===== src/include/rcm_pkg.sv =====
package rcm_pkg;
  // output reset stretch: least time on the pin, in ns
  localparam int unsigned RST_OUT_MIN_NS = 30000;
  localparam int unsigned CLK_PERIOD_NS = 5;
  localparam int unsigned RST_OUT_CYC = (RST_OUT_MIN_NS + CLK_PERIOD_NS - 1) / CLK_PERIOD_NS;
  localparam int unsigned STRETCH_W = 16;
  // cycles the pin latch stays ignored after our own drive ends
  localparam logic [1:0] RST_BLANK_CYC = 2'h3;

  // misc control register one layout
  localparam int unsigned MISC_SMS_BIT = 0;
  localparam int unsigned MISC_CP_LO_BIT = 1;
  localparam int unsigned MISC_CP_HI_BIT = 2;
  localparam int unsigned MISC_MCO_BIT = 5;
  localparam logic [7:0] MISC_RESET_VAL = 8'h00;

  // prescaler half-periods in oscillator cycles
  localparam logic [4:0] HALF_DIV2 = 5'h01;
  localparam logic [4:0] HALF_DIV4 = 5'h02;
  localparam logic [4:0] HALF_DIV8 = 5'h04;
  localparam logic [4:0] HALF_DIV16 = 5'h08;
  localparam logic [4:0] HALF_DIV32 = 5'h10;

  typedef struct packed {
    logic [7:0] wdata;
    logic we;
  } rcm_misc_wr_t;

  typedef struct packed {
    logic cpu_clk;
    logic cpu_clk_en;
    logic clk_out_level;
    logic clk_out_oe;
  } rcm_clk_out_t;
endpackage


===== src/rcm_sync2.sv =====
// two-stage level synchroniser with synchronous reset to a set value
module rcm_sync2 #(
  parameter logic RESET_VAL = 1'b1
) (
  // clock and reset
  input wire logic sys_clk,
  input wire logic srst,
  // level in and out
  input wire logic async_in,
  output logic sync_out
);
  logic meta_r;
  logic meta_nxt;
  logic sync_r;
  logic sync_nxt;

  // first stage is read only by the second
  always_comb begin
    meta_nxt = async_in;
    sync_nxt = meta_r;
  end

  always_ff @(posedge sys_clk) begin
    if (srst) begin
      meta_r <= RESET_VAL;
      sync_r <= RESET_VAL;
    end else begin
      meta_r <= meta_nxt;
      sync_r <= sync_nxt;
    end
  end

  assign sync_out = sync_r;
endmodule


===== src/rcm_reset_clock_manager.sv =====
// Overview of operation
// - The reset pin is an input plus an open-drain output with a weak pull-up that the board may pull low.
// - An external low on the reset pin is caught without the clock; reset is entered once the clock runs and the latch is synchronised.
// - A recognised external reset pulse, short or long, makes the device drive the pin low for the minimum output time.
// - Power-on and voltage-drop resets are told apart and the pin is held low while the supply is below threshold.
// - A watchdog underflow drives the pin low for at least the minimum output time.
// - The clock controller supplies the CPU clock and lets software choose a slow power-saving mode.
// - The prescaler is steered by two select bits and a slow mode bit in one control register.
// - One port pin can drive the CPU clock out, enabled by a clock-out bit in the same register.
// - Prescaler select, slow mode and clock output all live in one miscellaneous register.
// - Slow mode clear gives oscillator/2; set gives /4, /8, /16, /32 for codes 00, 10, 01, 11.
// - With clock-out set the CPU clock drives the port pin, otherwise the pin stays general-purpose.
module rcm_reset_clock_manager (
  // clock and reset
  input wire logic sys_clk,
  input wire logic srst,
  // reset pin, open drain
  input wire logic reset_pin_in,
  output logic reset_pin_out,
  output logic reset_pin_oe,
  // low_voltage_detector and watchdog
  input wire logic lvd_below_n,
  input wire logic lvd_power_on,
  input wire logic wdg_underflow,
  // misc_control_register_one write port and readback
  input rcm_pkg::rcm_misc_wr_t misc_wr,
  output logic [7:0] misc_rdata,
  // clocks out
  output rcm_pkg::rcm_clk_out_t clk_o,
  // merged reset and cause
  output logic dev_rst,
  output logic [1:0] rst_cause,
  // port pin general-purpose ownership
  output logic port_pin_free
);
  localparam int unsigned STRETCH_CNT_W = rcm_pkg::STRETCH_W;
  localparam logic [STRETCH_CNT_W-1:0] STRETCH_LOAD = STRETCH_CNT_W'(rcm_pkg::RST_OUT_CYC);

  typedef enum logic [1:0] {RCM_CAUSE_NONE, RCM_CAUSE_EXT, RCM_CAUSE_LVD, RCM_CAUSE_WDG} rcm_cause_t;

  // asynchronous pin capture: a low sets the latch with no clock needed
  logic ext_seen_r;
  logic ext_clr;
  always_ff @(posedge sys_clk or negedge reset_pin_in) begin
    if (!reset_pin_in) begin
      ext_seen_r <= 1'b1;
    end else if (ext_clr) begin
      ext_seen_r <= 1'b0;
    end
  end

  // synchronised views of pin latch and detector
  logic ext_sync;
  logic lvd_low_sync;
  rcm_sync2 #(.RESET_VAL(1'b1)) u_sync_ext (
    .sys_clk(sys_clk),
    .srst(srst),
    .async_in(ext_seen_r),
    .sync_out(ext_sync)
  );
  rcm_sync2 #(.RESET_VAL(1'b1)) u_sync_lvd (
    .sys_clk(sys_clk),
    .srst(srst),
    .async_in(~lvd_below_n),
    .sync_out(lvd_low_sync)
  );
  logic por_sync;
  rcm_sync2 #(.RESET_VAL(1'b1)) u_sync_por (
    .sys_clk(sys_clk),
    .srst(srst),
    .async_in(lvd_power_on),
    .sync_out(por_sync)
  );

  // stretch counter and reset merge
  logic [STRETCH_CNT_W-1:0] stretch_r;
  logic [STRETCH_CNT_W-1:0] stretch_nxt;
  logic pin_drive_r;
  logic pin_drive_nxt;
  logic dev_rst_r;
  logic dev_rst_nxt;
  logic [1:0] cause_r;
  logic [1:0] cause_nxt;
  logic clr_r;
  logic clr_nxt;
  logic [1:0] blank_r;
  logic [1:0] blank_nxt;
  logic ext_mask;
  logic ext_hit;

  // own drive reads back as a low pin, so the latch is ignored while we drive
  // and until the cleared latch has left the synchroniser; a board low in that
  // short window after release is missed
  always_comb begin
    stretch_nxt = stretch_r;
    cause_nxt = cause_r;
    ext_mask = pin_drive_r || (blank_r != 2'h0);
    ext_hit = ext_sync && !ext_mask;
    blank_nxt = (blank_r != 2'h0) ? blank_r - 2'h1 : 2'h0;
    if (pin_drive_r) begin
      blank_nxt = rcm_pkg::RST_BLANK_CYC;
    end
    clr_nxt = ext_hit || ext_mask; // latch re-arms once seen or while masked
    if (ext_hit) begin
      stretch_nxt = STRETCH_LOAD;
      cause_nxt = RCM_CAUSE_EXT;
    end else if (wdg_underflow) begin
      stretch_nxt = STRETCH_LOAD;
      cause_nxt = RCM_CAUSE_WDG;
    end else if (stretch_r != '0) begin
      stretch_nxt = stretch_r - 1'b1;
    end
    // power-on reports as its own code, a voltage drop as code 0
    if (lvd_low_sync) begin
      cause_nxt = por_sync ? RCM_CAUSE_LVD : RCM_CAUSE_NONE;
    end
    pin_drive_nxt = lvd_low_sync || (stretch_nxt != '0);
    dev_rst_nxt = pin_drive_nxt || ext_hit;
  end

  always_ff @(posedge sys_clk) begin
    if (srst) begin
      stretch_r <= STRETCH_LOAD;
      pin_drive_r <= 1'b1;
      dev_rst_r <= 1'b1;
      cause_r <= RCM_CAUSE_NONE;
      clr_r <= 1'b0;
      blank_r <= rcm_pkg::RST_BLANK_CYC;
    end else begin
      stretch_r <= stretch_nxt;
      pin_drive_r <= pin_drive_nxt;
      dev_rst_r <= dev_rst_nxt;
      cause_r <= cause_nxt;
      clr_r <= clr_nxt;
      blank_r <= blank_nxt;
    end
  end
  // clear comes from a flop; a pin still low keeps the latch set, set wins
  assign ext_clr = clr_r;

  // misc_control_register_one, cleared by the merged reset too
  logic [7:0] misc_r;
  logic [7:0] misc_nxt;
  always_comb begin
    misc_nxt = misc_r;
    if (dev_rst_r) begin
      misc_nxt = rcm_pkg::MISC_RESET_VAL;
    end else if (misc_wr.we) begin
      misc_nxt = misc_wr.wdata;
    end
  end
  always_ff @(posedge sys_clk) begin
    if (srst) begin
      misc_r <= rcm_pkg::MISC_RESET_VAL;
    end else begin
      misc_r <= misc_nxt;
    end
  end

  // prescaler: toggle cpu clock every half period, enable pulse on rising phase
  logic slow_mode_select;
  logic prescaler_select_hi;
  logic prescaler_select_lo;
  logic clock_out_enable;
  logic [4:0] half_sel;
  assign slow_mode_select = misc_r[rcm_pkg::MISC_SMS_BIT];
  assign prescaler_select_hi = misc_r[rcm_pkg::MISC_CP_HI_BIT];
  assign prescaler_select_lo = misc_r[rcm_pkg::MISC_CP_LO_BIT];
  assign clock_out_enable = misc_r[rcm_pkg::MISC_MCO_BIT];

  always_comb begin
    half_sel = rcm_pkg::HALF_DIV2;
    if (slow_mode_select) begin
      unique case ({prescaler_select_lo, prescaler_select_hi})
        2'b00: half_sel = rcm_pkg::HALF_DIV4;
        2'b01: half_sel = rcm_pkg::HALF_DIV8;
        2'b10: half_sel = rcm_pkg::HALF_DIV16;
        2'b11: half_sel = rcm_pkg::HALF_DIV32;
      endcase
    end
  end

  logic [4:0] div_r;
  logic [4:0] div_nxt;
  logic cpu_clk_r;
  logic cpu_clk_nxt;
  logic cpu_en_r;
  logic cpu_en_nxt;
  logic mco_r;
  logic mco_nxt;
  logic mco_oe_r;
  logic mco_oe_nxt;
  logic free_r;
  logic free_nxt;
  always_comb begin
    div_nxt = div_r + 5'h01;
    cpu_clk_nxt = cpu_clk_r;
    cpu_en_nxt = 1'b0;
    // rate change applies to the half period in progress; no phase ends shorter than the new half period
    if (div_r + 5'h01 >= half_sel) begin
      div_nxt = 5'h00;
      cpu_clk_nxt = ~cpu_clk_r;
      cpu_en_nxt = ~cpu_clk_r;
    end
    mco_oe_nxt = clock_out_enable;
    free_nxt = ~clock_out_enable;
    mco_nxt = clock_out_enable & cpu_clk_nxt;
  end
  always_ff @(posedge sys_clk) begin
    if (srst) begin
      div_r <= 5'h00;
      cpu_clk_r <= 1'b0;
      cpu_en_r <= 1'b0;
      mco_r <= 1'b0;
      mco_oe_r <= 1'b0;
      free_r <= 1'b1;
    end else begin
      div_r <= div_nxt;
      cpu_clk_r <= cpu_clk_nxt;
      cpu_en_r <= cpu_en_nxt;
      mco_r <= mco_nxt;
      mco_oe_r <= mco_oe_nxt;
      free_r <= free_nxt;
    end
  end

  // outputs straight from flops; open drain drives only low
  assign reset_pin_out = 1'b0;
  assign reset_pin_oe = pin_drive_r;
  assign dev_rst = dev_rst_r;
  assign rst_cause = cause_r;
  assign misc_rdata = misc_r;
  assign port_pin_free = free_r;
  assign clk_o.cpu_clk = cpu_clk_r;
  assign clk_o.cpu_clk_en = cpu_en_r;
  assign clk_o.clk_out_level = mco_r;
  assign clk_o.clk_out_oe = mco_oe_r;
endmodule


===== config.mk =====
export PLATFORM = sky130hd
export DESIGN_NAME = rcm_reset_clock_manager
export DESIGN_NICKNAME = d
export VERILOG_FILES = /design/src/include/rcm_pkg.sv /design/src/rcm_sync2.sv /design/src/rcm_reset_clock_manager.sv
export SDC_FILE = /design/constraint.sdc
export NUM_CORES = 1
export LEC_CHECK = 0
export ABC_AREA = 1
export BUFFER_PORTS_ARGS = -buffer_cell sky130_fd_sc_hd__clkbuf_2
export CAP_MARGIN = 20
export CORE_MARGIN = 2
export CORE_UTILIZATION = 55
export CTS_CLUSTER_DIAMETER = 40
export CTS_CLUSTER_SIZE = 8
export DETAILED_ROUTE_END_ITERATION = 10
export GPL_ROUTABILITY_DRIVEN = 0
export PLACE_DENSITY = 0.77
export SLEW_MARGIN = 20
export SYNTH_ARGS = -nofsm -noshare
export SYNTH_HDL_FRONTEND = slang
export SYNTH_SLANG_ARGS = --single-unit

===== constraint.sdc =====
create_clock -name sys_clk -period 2.31 [get_ports sys_clk]
set_input_delay 0.5775 -clock sys_clk [delete_from_list [all_inputs] [get_ports sys_clk]]
set_output_delay 0.5775 -clock sys_clk [all_outputs]
set_load 0.05 [all_outputs]

Yosys cells after proc, flatten, opt, wreduce, memory -nomap -nowiden
Index checks and enable logic that the tools add are counted.
- flip-flop bits (word level): 48
- bits of input ports: 15
- output and inout bits: 18
- logic and storage cells: 58
- add/subtract/negate cells: 3
- order comparisons: 1
- eq/ne operators: 3
- mux-type cells: 11
- bitwise gates (word level): 5
- reduce and logical (&&, ||, !) cells: 15
- operators with widths (kind ; count):
    16-bit 2-to-1 mux ; 3
    16-bit nonzero test ; 2
    5-bit case mux with 4 select lines ; 1
    16-bit by 1-bit subtractor with 16-bit output, second input constant ; 1
    2-bit 2-to-1 mux ; 5
    2-bit OR reduction ; 4
    5-bit by 1-bit adder with 5-bit output, second input constant ; 1
    5-bit >= comparator ; 1
    5-bit 2-to-1 mux ; 1
    2-bit equality test, second input constant ; 2
    1-bit logical OR ; 4
    1-bit NOT ; 4
    3-bit nonzero test ; 1
    2-bit by 1-bit equality test with 1-bit output, second input constant ; 1
    2-bit logical NOT ; 1
    2-bit nonzero test ; 1
    2-bit by 1-bit subtractor with 2-bit output, second input constant ; 1
    1-bit bitwise AND ; 1
    1-bit logical AND ; 1
    1-bit logical NOT ; 1
    1-bit 2-to-1 mux ; 1

Longest topological paths before layout
- word-level depth: 8
- gate-level depth with buffers: 13
- depth with buffers taken out: 13

Modules after synthesis
From an unflattened synthesis, not the netlist that was laid out.
- cells, all modules: 327
- area total of the unflattened synthesis: 2331.0 um2
- by module, submodules not included (module ; times used ; cells each ; area each (um2) ; seq. area each (um2)):
    rcm_reset_clock_manager ; 1 ; 306 ; 2154.6 ; 847.1
    rcm_sync2 ; 3 ; 7 ; 58.8 ; 40.0

Least setup slack after synthesis
Ideal clock, no wire load.
- path kind: reg-to-reg
- start: register div_r[0]
- end: register mco_r
- library setup time: 0.070 ns
- data arrival time: 1.960 ns
- data required time: 2.240 ns
- slack: 0.280 ns
- stages on the path, launching flop included: 12
- path buffers: 0
- period minus slack after synthesis: 2.030 ns
- cell sequence: dfxtp_1 > ha_1 > nand2_1 > inv_1 > nand2_1 > xor2_1 > inv_1 > ha_1 > nand2_1 > o311ai_0 > nand3_1 > a21oi_1
- cells in the longest elaborated chain, start to end: 4
- RTL lines (element ; RTL line ; source):
    from (decl) ; rcm_reset_clock_manager.sv:183 ; logic [4:0] div_r;
    from (signal assigned) ; rcm_reset_clock_manager.sv:218 ; div_r <= div_nxt;
    5-bit by 1-bit adder with 5-bit output ; rcm_reset_clock_manager.sv:200 ; if (div_r + 5'h01 >= half_sel) begin
    5-bit >= comparator ; rcm_reset_clock_manager.sv:200 ;
    1-bit 2-to-1 mux ; rcm_reset_clock_manager.sv:200 ;
    1-bit bitwise AND ; rcm_reset_clock_manager.sv:207 ; mco_nxt = clock_out_enable & cpu_clk_nxt;
    to (signal assigned) ; rcm_reset_clock_manager.sv:221 ; mco_r <= mco_nxt;
    to (decl) ; rcm_reset_clock_manager.sv:189 ; logic mco_r;
Every way passes these cells.
A chain may end at the register's enable or synchronous reset.

Final worst setup path
- start: register div_r[0]
- end: register div_r[2]
- cells in the longest elaborated chain, start to end: 3
- RTL lines (element ; RTL line):
    5-bit by 1-bit adder with 5-bit output * ; rcm_reset_clock_manager.sv:196, rcm_reset_clock_manager.sv:200
    5-bit >= comparator ; rcm_reset_clock_manager.sv:200
    2-bit OR reduction (no line) ; --
Every way passes the cells marked *; elsewhere a longest branch is shown, timed or not.

==> results.py <==
metrics = {
    "status": {
        "outcome": "complete, no violations",
    },
    "worst_setup_path": {
        "critical_path.max_fanout": 5,
        "critPathCaptureType": "register",
        "worstPathArrival_ns": 2.39,
        "required_ns": 2.54,
        "worstSetupPathType": "reg2reg",
        "startpoint_type": "register",
    },
    "detailed_routing": {
        "dr.pass1.iters": 4,
        "vias": 2052,
        "routed_via_density": 5.00,
        "drc": 0,
        "wire_per_inst_um": 11.3,
        "ant_nets": 0,
        "drt_wl_total_mm": 4.65,
        "first_iter_violations": 122,
    },
    "clock_network": {
        "ctsLongestPathBuffers": 2,
        "hold_buffers": 0,
        "cts_sinks": 48,
        "clkTransAtPathRegs_ns": 0.09,
        "root_buffer": "clkbuf_8",
        "numCtsBuffers": 5,
        "cts_tree": "done",
        "h-tree-depth": 2,
        "clk_latency_ns": 0.30,
    },
    "floorplanning": {
        "die_y_um": 69.2,
        "io_pins": 33,
        "die_w_um": 69.2,
        "core_area_sq_um": 4060,
        "rows": 23,
        "dieArea_sq_um": 4790,
        "initial_core_util_pct": 57.6,
    },
    "timing": {
        "final_max_slew_viol_count": 0,
        "hold_viol_final": 0,
        "finalSetupViolations": 0,
        "period_share_pct": 93.3,
        "max_freq_mhz": 464,
        "period_needed_ns": 2.15,
        "fin_skew_ns": 0.00469,
    },
    "place": {
        "placed_cells_incl_taps": 401,
        "place_area_sq_um": 2510,
        "dp_hpwl_mm": 3.53,
        "numPortBuffers": 31,
    },
    "global_routing": {
        "grt_max_degree": 17,
        "grt_pass1_wl_mm": 7.82,
        "first_global_vias": 1865,
        "grt_antenna_before_repair": 0,
        "grt_overflow": 0,
        "track_usage_pct": 19.9,
    },
    "cells_and_area": {
        "final-seq-area_sq_um": 968,
        "drive_gt1_share_pct": 19.7,
        "layout.nets": 382,
        "n_fill_cell": 357,
        "multi_input_area_sq_um": 1160,
        "area_growth_syn_to_layout_pct": 12.6,
        "fin_cells": 410,
        "final_area_sq_um": 2630,
        "n_antenna_cell": 0,
    },
    "logic_synthesis": {
        "yosysTopAreaCell": "dfxtp_1",
        "netlist_area_sq_um": 2340,
        "synth_top_family_by_area": "simple AND/OR/NAND/NOR gates",
        "synth_simple_gate_area_share_pct": 36.5,
        "synthAdderAreaFrac_pct": 4.28,
        "synth.area.top_cells": "dfxtp_1 40%, nand2_1 11%, nor2_1 8.0%",
        "synth.distinct_cells": 30,
        "ys_warn_count": 0,
        "synthesis.instances": 328,
        "synth-compound-area-share_pct": 6.42,
        "synth_xor_xnor_area_share_pct": 1.12,
        "yosys.area.top_type_share_pct": 40.3,
        "synthesis.nets": 351,
        "yosysSeqAreaShare_pct": 41.4,
        "ys_ff_latch": 48,
        "syn-mean-instance-area_sq_um": 7.13,
        "synth_mux_area_share_pct": 0,
    },
    "flow_run": {
        "cap_viol_max_count": 0,
    },
    "hold_path": {
        "min_path_type": "in2async",
    },
    "power_and_ir_drop": {
        "p_leak_nw": 1.27,
        "ir_worst_vdd_v": 0.000479,
        "power_density_nw_per_um2": 565,
    },
}
-- registers in the layout, summed over array words and instances, names as in the netlist, 2 cells and up --
signal      cells
blank_r         2
div_r           5
misc_rdata      8
rst_cause       2
stretch_r      16
-- logic make-up (layout without fill, tap and decap cells) --
kind of cell / Yosys count / after routing
other cells: 1 / 1
simple gates: 184 / 184
compound gates: 28 / 28
xor+xnor: 3 / 3
flops: 48 / 48
fa+ha+maj: 8 / 8
buf+inv: 56 / 88
-- worst max-delay path, stage by stage (launching register included) --
cell	delay, ns
dfxtp_2	0.35
ha_1	0.20
nand2_1	0.08
inv_2	0.04
nand2_1	0.07
xor2_1	0.21
inv_1	0.11
ha_4	0.26
a21oi_2	0.13
o21a_1	0.15
o311ai_2	0.10
nor2_1	0.17
inv_2	0.08
nor3_1	0.13
-- Yosys cell counts (all sizes together) --
cell / number
ha: 8
or2: 4
xnor2: 1
inv: 45
o21a: 1
nand3: 36
o21ai: 9
dfxtp: 47
dfstp: 1
a21oi: 16
nand4: 4
xor2: 2
clkbuf: 4
nor2: 60
o311ai: 1
buf: 6
nand2: 75
conb: 1
nand3b: 1
clkinv: 1
o41ai: 1
nor3: 4
-- where the power goes --
group / leakage, nW / total [mW] / switching, mW / internal (mW)
logic: 0.834 / 0.122 / 0.0830 / 0.0395
registers: 0.394 / 0.855 / 0.0111 / 0.844
clock network: 0.0445 / 0.510 / 0.294 / 0.215
total: 1.27 / 1.49 / 0.388 / 1.10
-- through the flow --
stage               util, %  setup TNS, ns  hold WS (ns)  setup WS, ns  power (mW)
detailed placement     61.8              0         0.340        0.0995       0.996
CTS                    64.0              0         0.184        0.0603        1.50
finish                 64.9              0         0.191         0.156        1.49
global route           64.9        -0.0938         0.180       -0.0498        1.54
floorplan                 -              0         0.328         0.280       0.965
global placement       61.8              0         0.339         0.128       0.994
-- cells in the final DEF, fill, tap and decap left out, types with 4 or more instances in the layout --
cell      synthesis  layout
clkbuf_8          0       5
nor2_4            4       4
clkbuf_2          0      31
nor2_2            5       5
inv_1            44      42
nand4_1           4       4
nand3_1          34      34
a21oi_1          16      14
ha_1              8       7
or2_2             4       4
dfxtp_1          47      46
nor3_1            4       4
o21ai_0           9       9
nand2_1          71      71
nor2_1           50      50
-- final timing paths --
kind	from	to	slack, ns	cells past startpoint
setup / recovery	div_r[0]	div_r[2]	0.16	13
hold / removal	reset_pin_in	ext_seen_r	0.19	1
setup reg to reg	div_r[0]	div_r[2]	0.16	13
hold reg to reg	clr_r	ext_seen_r	0.35	1
max in group asynchronous	reset_pin_in	ext_seen_r	2.10	1
min in group sys_clk	clr_r	ext_seen_r	0.35	1
-- routing by layer --
layer | track usage, % | up-vias | routed length (um)
met4 | 6.32 | 0 | 67
met2 | 34.0 | 33 | 2190
li1 | - | 1088 | -
met1 | 25.1 | 923 | 2210
met5 | 0 | - | 0
met3 | 4.22 | 8 | 178
-- cell type report --
cell class / instances / share of cell area, %
flip-flops and latches: 48 / 36.8
inverters: 46 / 6.56
well taps: 50 / 2.38
multi-input cells: 224 / 44.1
repair buffers: 34 / 6.75
clock buffers: 5 / 2.61
clock inverters: 3 / 0.808
-- what timing repair did --
item / CTS / global route
resized for setup: 0 / 8
setup buffers: 0 / 1
endpoints found under the setup margin: 0 / 8
(Power assumes the default switching activity.)
